==> src/psbpm_pkg.sv <==
// Package with the state type, pin-role, width and reset constants of the pin-state selector.
package psbpm_pkg;

    // ------------------------------------------------------------
    // Widths and reset values
    // ------------------------------------------------------------
    localparam int          PSBPM_NPINS      = 16;
    localparam logic [15:0] PSBPM_RST_VEC    = 16'h0000;
    localparam logic        PSBPM_RST_BIT    = 1'b0;
    localparam logic [2:0]  PSBPM_RST_ROLE   = 3'h0;

    // ------------------------------------------------------------
    // Pin roles
    // ------------------------------------------------------------
    localparam logic [2:0]  PSBPM_ROLE_GPIO  = 3'h0;
    localparam logic [2:0]  PSBPM_ROLE_PERIPH = 3'h1;
    localparam logic [2:0]  PSBPM_ROLE_TRACE = 3'h2;
    localparam logic [2:0]  PSBPM_ROLE_EXTINT = 3'h3;
    localparam logic [2:0]  PSBPM_ROLE_NMI   = 3'h4;
    localparam logic [2:0]  PSBPM_ROLE_ANALOG = 3'h5;

    typedef enum logic [2:0] {
        PSBPM_ST_UNSTABLE,
        PSBPM_ST_EXTRST,
        PSBPM_ST_INTRST,
        PSBPM_ST_RUN,
        PSBPM_ST_STANDBY
    } psbpm_state_t;

endpackage : psbpm_pkg

==> src/psbpm_top.sv <==
// Pin-state selector that sets drive, input gating and analog enable of each pad by device state.
`timescale 1ns/1ns
`default_nettype none
// Contract
// - A standby pin-level bit selects defined standby pin states when 1 and held states when 0.
// - A held pin follows its active peripheral, or keeps its latched port output value.
// - A blocked input presents a low level to on-chip logic whatever the pad voltage.
// - A high-impedance pin has its output driver fully off.
// - In standby with the bit at 1 port and peripheral pins float with input forced low, else hold.
// - Trace pins hold except in standby with the bit at 1 where they drive trace, and are unusable in reset; in run the code drives CORE_OUT_IN and CORE_OE_IN.
// - External interrupt and non-maskable interrupt pins hold in run and in both standby settings; in run the code drives CORE_OUT_IN and CORE_OE_IN instead.
// - With unstable supply general pins float and special function selections are unavailable.
// - During external and internal reset general pins float with their input still enabled.
// - The external reset state lasts while its pin is low, and that pin is pulled up with input on.
// - Analog pins float with digital input forced low and analog path on once supply is stable.
// - The main oscillator output drives high when main oscillation stops or outside run and standby, otherwise it holds; in run it drives MAIN_OSC_OUT_IN.
// - The sub oscillator output floats in stop mode and during reset with input forced low.
module psbpm_top (
    // Clock and reset
    input  wire logic                               MCLK_IN,
    input  wire logic                               RESETN_IN,
    // Device state from reset and power controllers
    input  wire logic                               PWR_UNSTABLE_IN,
    input  wire logic                               EXT_RESET_N_PIN_IN,
    input  wire logic                               INT_RESET_IN,
    input  wire logic                               STANDBY_IN,
    input  wire logic                               STOP_MODE_IN,
    input  wire logic                               MAIN_OSC_STOP_IN,
    input  wire logic                               STANDBY_PIN_LEVEL_BIT_IN,
    // Per-pin role and core-side signals
    input  wire logic [3*psbpm_pkg::PSBPM_NPINS-1:0] PIN_ROLE_IN,
    input  wire logic [psbpm_pkg::PSBPM_NPINS-1:0]   CORE_OUT_IN,
    input  wire logic [psbpm_pkg::PSBPM_NPINS-1:0]   CORE_OE_IN,
    input  wire logic [psbpm_pkg::PSBPM_NPINS-1:0]   PERIPH_ACTIVE_IN,
    input  wire logic [psbpm_pkg::PSBPM_NPINS-1:0]   PAD_IN,
    // Pad controls
    output logic      [psbpm_pkg::PSBPM_NPINS-1:0]   PAD_OUT,
    output logic      [psbpm_pkg::PSBPM_NPINS-1:0]   PAD_OE_OUT,
    output logic      [psbpm_pkg::PSBPM_NPINS-1:0]   CORE_IN_OUT,
    output logic      [psbpm_pkg::PSBPM_NPINS-1:0]   ANALOG_EN_OUT,
    // Special pins
    input  wire logic                               MAIN_OSC_OUT_IN,
    input  wire logic                               SUB_OSC_OUT_IN,
    output logic                                    MAIN_OSC_PAD_OUT,
    output logic                                    MAIN_OSC_OE_OUT,
    output logic                                    SUB_OSC_PAD_OUT,
    output logic                                    SUB_OSC_OE_OUT,
    output logic                                    EXT_RESET_PULLUP_OUT,
    output logic                                    EXT_RESET_N_OUT
);
    import psbpm_pkg::*;

    // ------------------------------------------------------------
    // Pad input synchronisers
    // ------------------------------------------------------------
    logic [PSBPM_NPINS-1:0] pad_s1;
    logic [PSBPM_NPINS-1:0] pad_s2;
    logic                   rst_s1;
    logic                   rst_s2;

    always_ff @(posedge MCLK_IN or negedge RESETN_IN) begin
        if (!RESETN_IN) begin
            pad_s1 <= PSBPM_RST_VEC;
            pad_s2 <= PSBPM_RST_VEC;
        end else begin
            pad_s1 <= PAD_IN;
            pad_s2 <= pad_s1;
        end
    end

    always_ff @(posedge MCLK_IN or negedge RESETN_IN) begin
        if (!RESETN_IN) begin
            rst_s1 <= PSBPM_RST_BIT;
            rst_s2 <= PSBPM_RST_BIT;
        end else begin
            rst_s1 <= EXT_RESET_N_PIN_IN;
            rst_s2 <= rst_s1;
        end
    end

    // ------------------------------------------------------------
    // State priority
    // ------------------------------------------------------------
    psbpm_state_t state;

    always_comb begin
        if (PWR_UNSTABLE_IN)
            state = PSBPM_ST_UNSTABLE;
        else if (!rst_s2)
            state = PSBPM_ST_EXTRST;
        else if (INT_RESET_IN)
            state = PSBPM_ST_INTRST;
        else if (!STANDBY_IN)
            state = PSBPM_ST_RUN;
        else
            state = PSBPM_ST_STANDBY;
    end

    // ------------------------------------------------------------
    // Held port values
    // ------------------------------------------------------------
    logic                   in_standby;
    logic [PSBPM_NPINS-1:0] held_out;
    logic [PSBPM_NPINS-1:0] held_oe;
    logic                   held_main;
    logic                   held_main_oe;
    logic                   held_sub;

    assign in_standby = (state == PSBPM_ST_STANDBY);

    always_ff @(posedge MCLK_IN or negedge RESETN_IN) begin
        if (!RESETN_IN) begin
            held_out     <= PSBPM_RST_VEC;
            held_oe      <= PSBPM_RST_VEC;
            held_main    <= PSBPM_RST_BIT;
            held_main_oe <= PSBPM_RST_BIT;
            held_sub     <= PSBPM_RST_BIT;
        end else if (!in_standby) begin
            held_out     <= CORE_OUT_IN;
            held_oe      <= CORE_OE_IN;
            held_main    <= MAIN_OSC_OUT_IN;
            held_main_oe <= (state == PSBPM_ST_RUN);
            held_sub     <= SUB_OSC_OUT_IN;
        end
    end

    // ------------------------------------------------------------
    // Per-pin decode
    // ------------------------------------------------------------
    logic [PSBPM_NPINS-1:0] next_out;
    logic [PSBPM_NPINS-1:0] next_oe;
    logic [PSBPM_NPINS-1:0] next_in;
    logic [PSBPM_NPINS-1:0] next_ana;

    always_comb begin
        logic [2:0] role;
        logic       standby_pin_level_bit;
        logic       hold_o;
        logic       hold_e;
        role   = PSBPM_RST_ROLE;
        standby_pin_level_bit    = STANDBY_PIN_LEVEL_BIT_IN;
        hold_o = 1'b0;
        hold_e = 1'b0;
        for (int i = 0; i < PSBPM_NPINS; i++) begin
            role = PIN_ROLE_IN[3*i +: 3];
            hold_o = PERIPH_ACTIVE_IN[i] ? CORE_OUT_IN[i] : held_out[i];
            hold_e = PERIPH_ACTIVE_IN[i] ? CORE_OE_IN[i] : held_oe[i];
            next_out[i] = 1'b0;
            next_oe[i]  = 1'b0;
            next_in[i]  = 1'b0;
            next_ana[i] = 1'b0;
            if (role == PSBPM_ROLE_ANALOG) begin
                next_ana[i] = (state != PSBPM_ST_UNSTABLE);
            end else begin
                case (state)
                    PSBPM_ST_UNSTABLE: begin
                        next_oe[i] = 1'b0;
                    end
                    PSBPM_ST_EXTRST, PSBPM_ST_INTRST: begin
                        next_in[i] = pad_s2[i];
                    end
                    PSBPM_ST_RUN: begin
                        next_out[i] = CORE_OUT_IN[i];
                        next_oe[i]  = CORE_OE_IN[i];
                        next_in[i]  = pad_s2[i];
                    end
                    PSBPM_ST_STANDBY: begin
                        if (role == PSBPM_ROLE_EXTINT || role == PSBPM_ROLE_NMI || !standby_pin_level_bit) begin
                            next_out[i] = hold_o;
                            next_oe[i]  = hold_e;
                            next_in[i]  = pad_s2[i];
                        end else if (role == PSBPM_ROLE_TRACE) begin
                            next_out[i] = CORE_OUT_IN[i];
                            next_oe[i]  = 1'b1;
                        end else begin
                            next_oe[i] = 1'b0;
                            next_in[i] = 1'b0;
                        end
                    end
                    default: begin
                        next_oe[i] = 1'b0;
                    end
                endcase
            end
        end
    end

    // ------------------------------------------------------------
    // Registered pad controls
    // ------------------------------------------------------------
    always_ff @(posedge MCLK_IN or negedge RESETN_IN) begin
        if (!RESETN_IN) begin
            PAD_OUT       <= PSBPM_RST_VEC;
            PAD_OE_OUT    <= PSBPM_RST_VEC;
            CORE_IN_OUT   <= PSBPM_RST_VEC;
            ANALOG_EN_OUT <= PSBPM_RST_VEC;
        end else begin
            PAD_OUT       <= next_out;
            PAD_OE_OUT    <= next_oe;
            CORE_IN_OUT   <= next_in;
            ANALOG_EN_OUT <= next_ana;
        end
    end

    // ------------------------------------------------------------
    // Oscillator and reset pins
    // ------------------------------------------------------------
    logic main_run;

    assign main_run = (state == PSBPM_ST_RUN) || (state == PSBPM_ST_STANDBY);

    always_ff @(posedge MCLK_IN or negedge RESETN_IN) begin
        if (!RESETN_IN) begin
            MAIN_OSC_PAD_OUT <= 1'b1;
            MAIN_OSC_OE_OUT  <= 1'b1;
        end else if (!main_run || MAIN_OSC_STOP_IN) begin
            MAIN_OSC_PAD_OUT <= 1'b1;
            MAIN_OSC_OE_OUT  <= 1'b1;
        end else if (in_standby) begin
            MAIN_OSC_PAD_OUT <= held_main;
            MAIN_OSC_OE_OUT  <= held_main_oe;
        end else begin
            MAIN_OSC_PAD_OUT <= MAIN_OSC_OUT_IN;
            MAIN_OSC_OE_OUT  <= 1'b1;
        end
    end

    always_ff @(posedge MCLK_IN or negedge RESETN_IN) begin
        if (!RESETN_IN) begin
            SUB_OSC_PAD_OUT <= 1'b0;
            SUB_OSC_OE_OUT  <= 1'b0;
        end else if (!main_run || (in_standby && STOP_MODE_IN)) begin
            SUB_OSC_PAD_OUT <= 1'b0;
            SUB_OSC_OE_OUT  <= 1'b0;
        end else begin
            SUB_OSC_PAD_OUT <= in_standby ? held_sub : SUB_OSC_OUT_IN;
            SUB_OSC_OE_OUT  <= 1'b1;
        end
    end

    assign EXT_RESET_PULLUP_OUT = 1'b1;
    assign EXT_RESET_N_OUT      = rst_s2;

endmodule // psbpm_top
`default_nettype wire

==> config.mk <==
export PLATFORM = sky130hd
export DESIGN_NAME = psbpm_top
export DESIGN_NICKNAME = d
export VERILOG_FILES = /design/src/psbpm_pkg.sv /design/src/psbpm_top.sv
export SDC_FILE = /design/constraint.sdc
export NUM_CORES = 1
export LEC_CHECK = 0
export BUFFER_PORTS_ARGS = -buffer_cell sky130_fd_sc_hd__buf_2
export CAP_MARGIN = 20
export CORE_ASPECT_RATIO = 0.8
export CORE_MARGIN = 5
export CORE_UTILIZATION = 55
export DETAILED_ROUTE_END_ITERATION = 8
export PLACE_DENSITY = 0.85
export SETUP_SLACK_MARGIN = 0.05
export SYNTH_ARGS = -nofsm -noshare
export SYNTH_HDL_FRONTEND = slang
export SYNTH_SLANG_ARGS = --single-unit
==> constraint.sdc <==
create_clock -name MCLK_IN -period 3.65 [get_ports MCLK_IN]
set_clock_uncertainty 0.15 [all_clocks]
set_input_delay 0.365 -clock MCLK_IN [delete_from_list [all_inputs] [get_ports MCLK_IN]]
set_output_delay 0.365 -clock MCLK_IN [all_outputs]
set_load 0.05 [all_outputs]
* Word level (Yosys, flattened, before mapping)
Cells that the tools add are included.
** Storage, ports and cells
- Flip-flop bits (word level) :: 137
- Input port bits :: 123
- Word-level logic and storage cells :: 360
** Cells by class
- Equal/unequal tests :: 68
- Mux-type cells :: 235
- Reduce and logical (&&, ||, !) cells :: 40
** Operator list (number)
- $mux W1 :: 183
- $eq A3 B2 Y1 const B :: 34
- $eq A3 B3 Y1 const B :: 33
- $pmux W1 S2 :: 48
- $logic_or A1 B1 Y1 :: 35
- $mux W3 :: 4
- $eq A3 B1 Y1 const B :: 1
- $reduce_bool A3 Y1 :: 1
- $reduce_or A3 Y1 :: 1
- $logic_not A1 Y1 :: 2
- $logic_and A1 B1 Y1 :: 1

* Logic depth before layout (Yosys ltp)
- Depth in word-level cells :: 9
- Mapped depth :: 7
- Depth with buffers taken out :: 4

* Worst setup path after synthesis
No wires, ideal clock.
- Path type :: register to register
- Start point :: reg rst_s2 (netlist: EXT_RESET_N_OUT)
- End point :: reg PAD_OUT[10] in the netlist's numbering
- Setup time :: 0.065 ns
- Data arrival time :: 1.635 ns
- Required time :: 3.435 ns
- Path slack :: 1.799 ns
- Cell stages (with the launch flop) :: 6
- Buffers on the path :: 1
- Clock period less this slack :: 1.851 ns
- Cell sequence :: dfrtp_1 -> or3b_4 -> nor2_4 -> buf_6 -> and3_1 -> a31o_1
** On the way
- Longest elaborated chain between the ends :: 5
** Ends and longest elaborated chain
- start: declaration :: RTL line psbpm_top.sv:59 : logic rst_s2;
- start signal: assignment :: RTL line psbpm_top.sv:77 : rst_s2 <= rst_s1;
- $mux W3 * :: RTL line psbpm_top.sv:89 : else if (!rst_s2)
- $mux W3 * :: RTL line psbpm_top.sv:87 : if (PWR_UNSTABLE_IN)
- $eq A3 B3 Y1 or $eq A3 B2 Y1 (tied branches) :: RTL line psbpm_top.sv:155 : case (state)
- $pmux W1 S2 * :: RTL line psbpm_top.sv:155
- $mux W1 * :: RTL line psbpm_top.sv:152 : if (role == PSBPM_ROLE_ANALOG) begin
- net next_out[10] :: RTL line psbpm_top.sv:130 : logic [PSBPM_NPINS-1:0] next_out;
- end signal: assignment :: RTL line psbpm_top.sv:198 : PAD_OUT <= next_out;
- end: declaration :: RTL line psbpm_top.sv:37 : output logic [psbpm_pkg::PSBPM_NPINS-1:0] PAD_OUT,
The timed path passes the listed nets; every way through them passes the cells marked *.
A chain may end at the register's enable or synchronous reset.

* Final worst setup path
Same ends and word-level chain as after synthesis.

==> impl_results.md <==
* Antenna violations before repair at 0
* Clock Sinks at 137
* Crit-path max cell delay at 0.60 ns
* # DRC at 0
* Layout Cells excl Fill at 959
* Pint at 0.00298 W
* Worst Hold Launch: MAIN_OSC_STOP_IN
* Leading area contributor after synthesis: dfrtp_1
* Clk slew on worst S/H paths at about 0.060 ns
* First-pass GRT wire length at 28300 um
* Fillers at 783
* Via density at slightly below 6
* #FFs+latches synth at 137
* Power per cell area at a little under 500 nW/um2
* # Post-CTS Setup Buffers at 0
* Worst VDD drop at 0.347 mV
* Total number of vias at 5598
* Crit path launch: EXT_RESET_N_OUT
* Syn. warnings at 0
* CTS tree: built
* Vias in the first global route at 5717
* Avg WL per Cell at 18.5 um
* EDFF count, synth at 0
* Share of layout cells above drive strength 1 at a little under a third
* Predominant post-synthesis flop cell: dfrtp_1
* Worst-Margin Slew at roughly 0.8 ns
* Post-Syn Area at 6180 um2
* Worst Path Buf+Inv at 0
* Sequential share of the synthesized area at roughly 55%
* Total negative slack at 0 ns
* DIE AREA at 13500 um2
* Drt pass-1 iters at 5
* Flop pwr share at 40.9%
* Crit-path cells: or3b_4 -> nor2_4 -> and3_1 -> a31o_1
* Setup crit start kind: flip-flop
* Reg-to-Reg Start: EXT_RESET_N_OUT
* Die H at 105 um
* Worst EP arrival at 2.33 ns
* Dpl hpwl at 11600 um
* Tcrit/Tclk final at 58.6%
* Syn Inst Count at 591
* Pins Over Slew Limit at 0
* # rows at 34
* DRT iter0 DRCs at ~420
* Sw Share at 24.8%
* Clock Power Share at 46.2%
* Ports at 193
* Initial Utilization at 56.5%
* Status: completed
* Port Buffers at 191
* Placed cells at 907
* Relative slew slack at 45.9%
* Layout overhead on the synthesized area at 30.9%
* Maxcap violations at 0
* WL final at between 15000 and 20000 um
* H-tree Lvls at 4
* Most common library cell in the layout ignoring fill and taps: buf_2
* CTS max path bufs at 2
* Hold WS at 0.0297 ns
* RSZ-0062 raised after global routing: no
* Pin count of the biggest net entering global routing at 111
* Critical-path top delay cell: nor2_4
* Post-synth ARST share at 100%
* Cell family with most CP delay: simple AND/OR/NAND/NOR gates
* Final Hold Viols at 0
* Yosys top cell area share at 54.6%
* Tmin final at between 2 and 2.5 ns
* GRT Total Usage at 26.5%
* Die X at 129 um
* Clk Latency, worst-skew pair at roughly 0.41 ns
* Leading post-synthesis cells by cell area: dfrtp_1 (55%), nand2_1 (6.7%), nand3b_1 (4.1%)
* Cts repair resizes at 0
* Total power at 0.00396 W
* CTS root buf: clkbuf_16
* CTS buffer count at 17
* Syn_nets at around 710
* Psw at 0.000982 W
* GR Overflow Total at 0
* Synth cell types at 39
* Critical path class: flip-flop to flip-flop
* ANT nets after route at 0
* Fmax at 468 MHz
* Leakage at ~4.1 nW
* GPL Wtd Cong at ~0.90
* Crit. End Element: flip-flop
* Core Box Area at 10900 um2
* Final core occ at between 70% and 80%
* Nets at 924
* Logic pwr share at 12.9%
* Final setup viols at 0
* Syn avg cell area at around 10 um2
* HP Class: input port to flip-flop
* Crit Path Max Fanout at 27
* Crit path required time at 3.85 ns
* Commonest non-fill, non-tap cells in the layout: buf_2 (190), dfrtp_1 (135), nand2_1 (110)
-- final cells by class --
| class | count | area (um2) | area share [%] |
|---|---|---|---|
| clock inverters | 8 | 140 | 1.73 |
| diodes | 1 | 2.50 | 0.0309 |
| multi-input cells | 417 | 2580 | 32.0 |
| clock buffers | 24 | 492 | 6.08 |
| well taps | 144 | 180 | 2.23 |
| flip-flops and latches | 137 | 3430 | 42.4 |
| repair buffers | 216 | 1210 | 15.0 |
| inverters | 12 | 45.0 | 0.557 |
-- routing by layer --
layer | GRT usage, % | vias to the layer above | routed length (um)
met5 | 0 | - | 0
met4 | 9.00 | 0 | 352
met2 | 43.6 | 306 | 8840
met1 | 34.3 | 2721 | 6850
met3 | 6.73 | 30 | 1680
li1 | - | 2541 | -
-- final timing paths --
kind | to | depth (start not counted) | slack [ns]
min in group asynchronous | pad_s2[13] | 2 | 0.17
max reg2reg | PAD_OUT[10] | 4 | 1.51
max in group asynchronous | PAD_OE_OUT[3] | 4 | 2.23
min | MAIN_OSC_PAD_OUT | 3 | 0.03
min reg2reg | pad_s2[11] | 0 | 0.19
max | PAD_OUT[10] | 4 | 1.51
-- power groups by stage --
stage | logic [W] | clock network, W | registers (W)
finish | 0.000512 | 0.00183 | 0.00162
global route | 0.000555 | 0.00191 | 0.00162
CTS | 0.000506 | 0.00184 | 0.00162
detailed placement | 0.000484 | 0 | 0.00164
global placement | 0.000470 | 0 | 0.00164
floorplan | 0.000176 | 0 | 0.00174
-- through the flow --
| step | setup slack (ns) | area (um2) |
|---|---|---|
| 2_1_floorplan | 1.80 | 6180 |
| 3_3_place_gp | 1.23 | 7250 |
| 3_5_place_dp | 1.17 | 7250 |
| 4_1_cts | 1.52 | 8060 |
| 5_1_grt | 1.43 | 8090 |
| 6_report | 1.51 | 8090 |
-- kinds of logic after synthesis --
kind of cell | count (synthesis) | share of synthesized area [%]
other | 1 | 0.0607
AND/OR/NAND/NOR | 247 | 21.1
buffers and inverters | 37 | 3.02
AO/OA/AOI/OAI | 141 | 16.0
XOR/XNOR | 12 | 1.70
flip-flops | 137 | 55.5
multiplexers | 16 | 2.67
-- worst reg2reg max path, delay by kind of cell, from the launching register on --
kind | cells | cell delay, ns
simple gates | 3 | 1.34
flops | 1 | 0.46
compound gates | 1 | 0.12
-- state kept, by name, summed over array words and instances (netlist names) --
signal / count
ANALOG_EN_OUT: 16
CORE_IN_OUT: 16
PAD_OE_OUT: 16
PAD_OUT: 16
held_oe: 16
held_out: 16
pad_s1: 16
pad_s2: 16
EXT_RESET_N_OUT: 1
MAIN_OSC_OE_OUT: 1
MAIN_OSC_PAD_OUT: 1
SUB_OSC_OE_OUT: 1
SUB_OSC_PAD_OUT: 1
held_main: 1
held_main_oe: 1
held_sub: 1
rst_s1: 1
-- synth_stat cells, types with 2 or more instances --
| cell | count |
|---|---|
| dfrtp_1 | 135 |
| nand2_1 | 110 |
| nand3b_1 | 34 |
| nor2_1 | 32 |
| o211ai_1 | 27 |
| nand2b_1 | 25 |
| o21ai_0 | 25 |
| a21oi_1 | 19 |
| a31oi_1 | 18 |
| a31o_2 | 16 |
| nor4bb_1 | 13 |
| and3_1 | 12 |
| inv_1 | 12 |
| mux2i_1 | 12 |
| o221ai_1 | 12 |
| xor2_1 | 12 |
| buf_2 | 11 |
| a31o_1 | 8 |
| nor2b_1 | 8 |
| clkbuf_1 | 7 |
| buf_4 | 5 |
| mux2_2 | 4 |
| nor3b_1 | 4 |
| a211o_1 | 3 |
| a21boi_1 | 3 |
| a221oi_1 | 3 |
| a311oi_1 | 3 |
| a41oi_1 | 3 |
| and2_1 | 2 |
| and3b_1 | 2 |
| buf_6 | 2 |
| dfstp_2 | 2 |
-- timing repair --
action	CTS	global route
endpoints found under the hold margin	62	0
endpoints found under the setup margin	0	0
hold buffers	18	0
(Power assumes the default switching activity.)
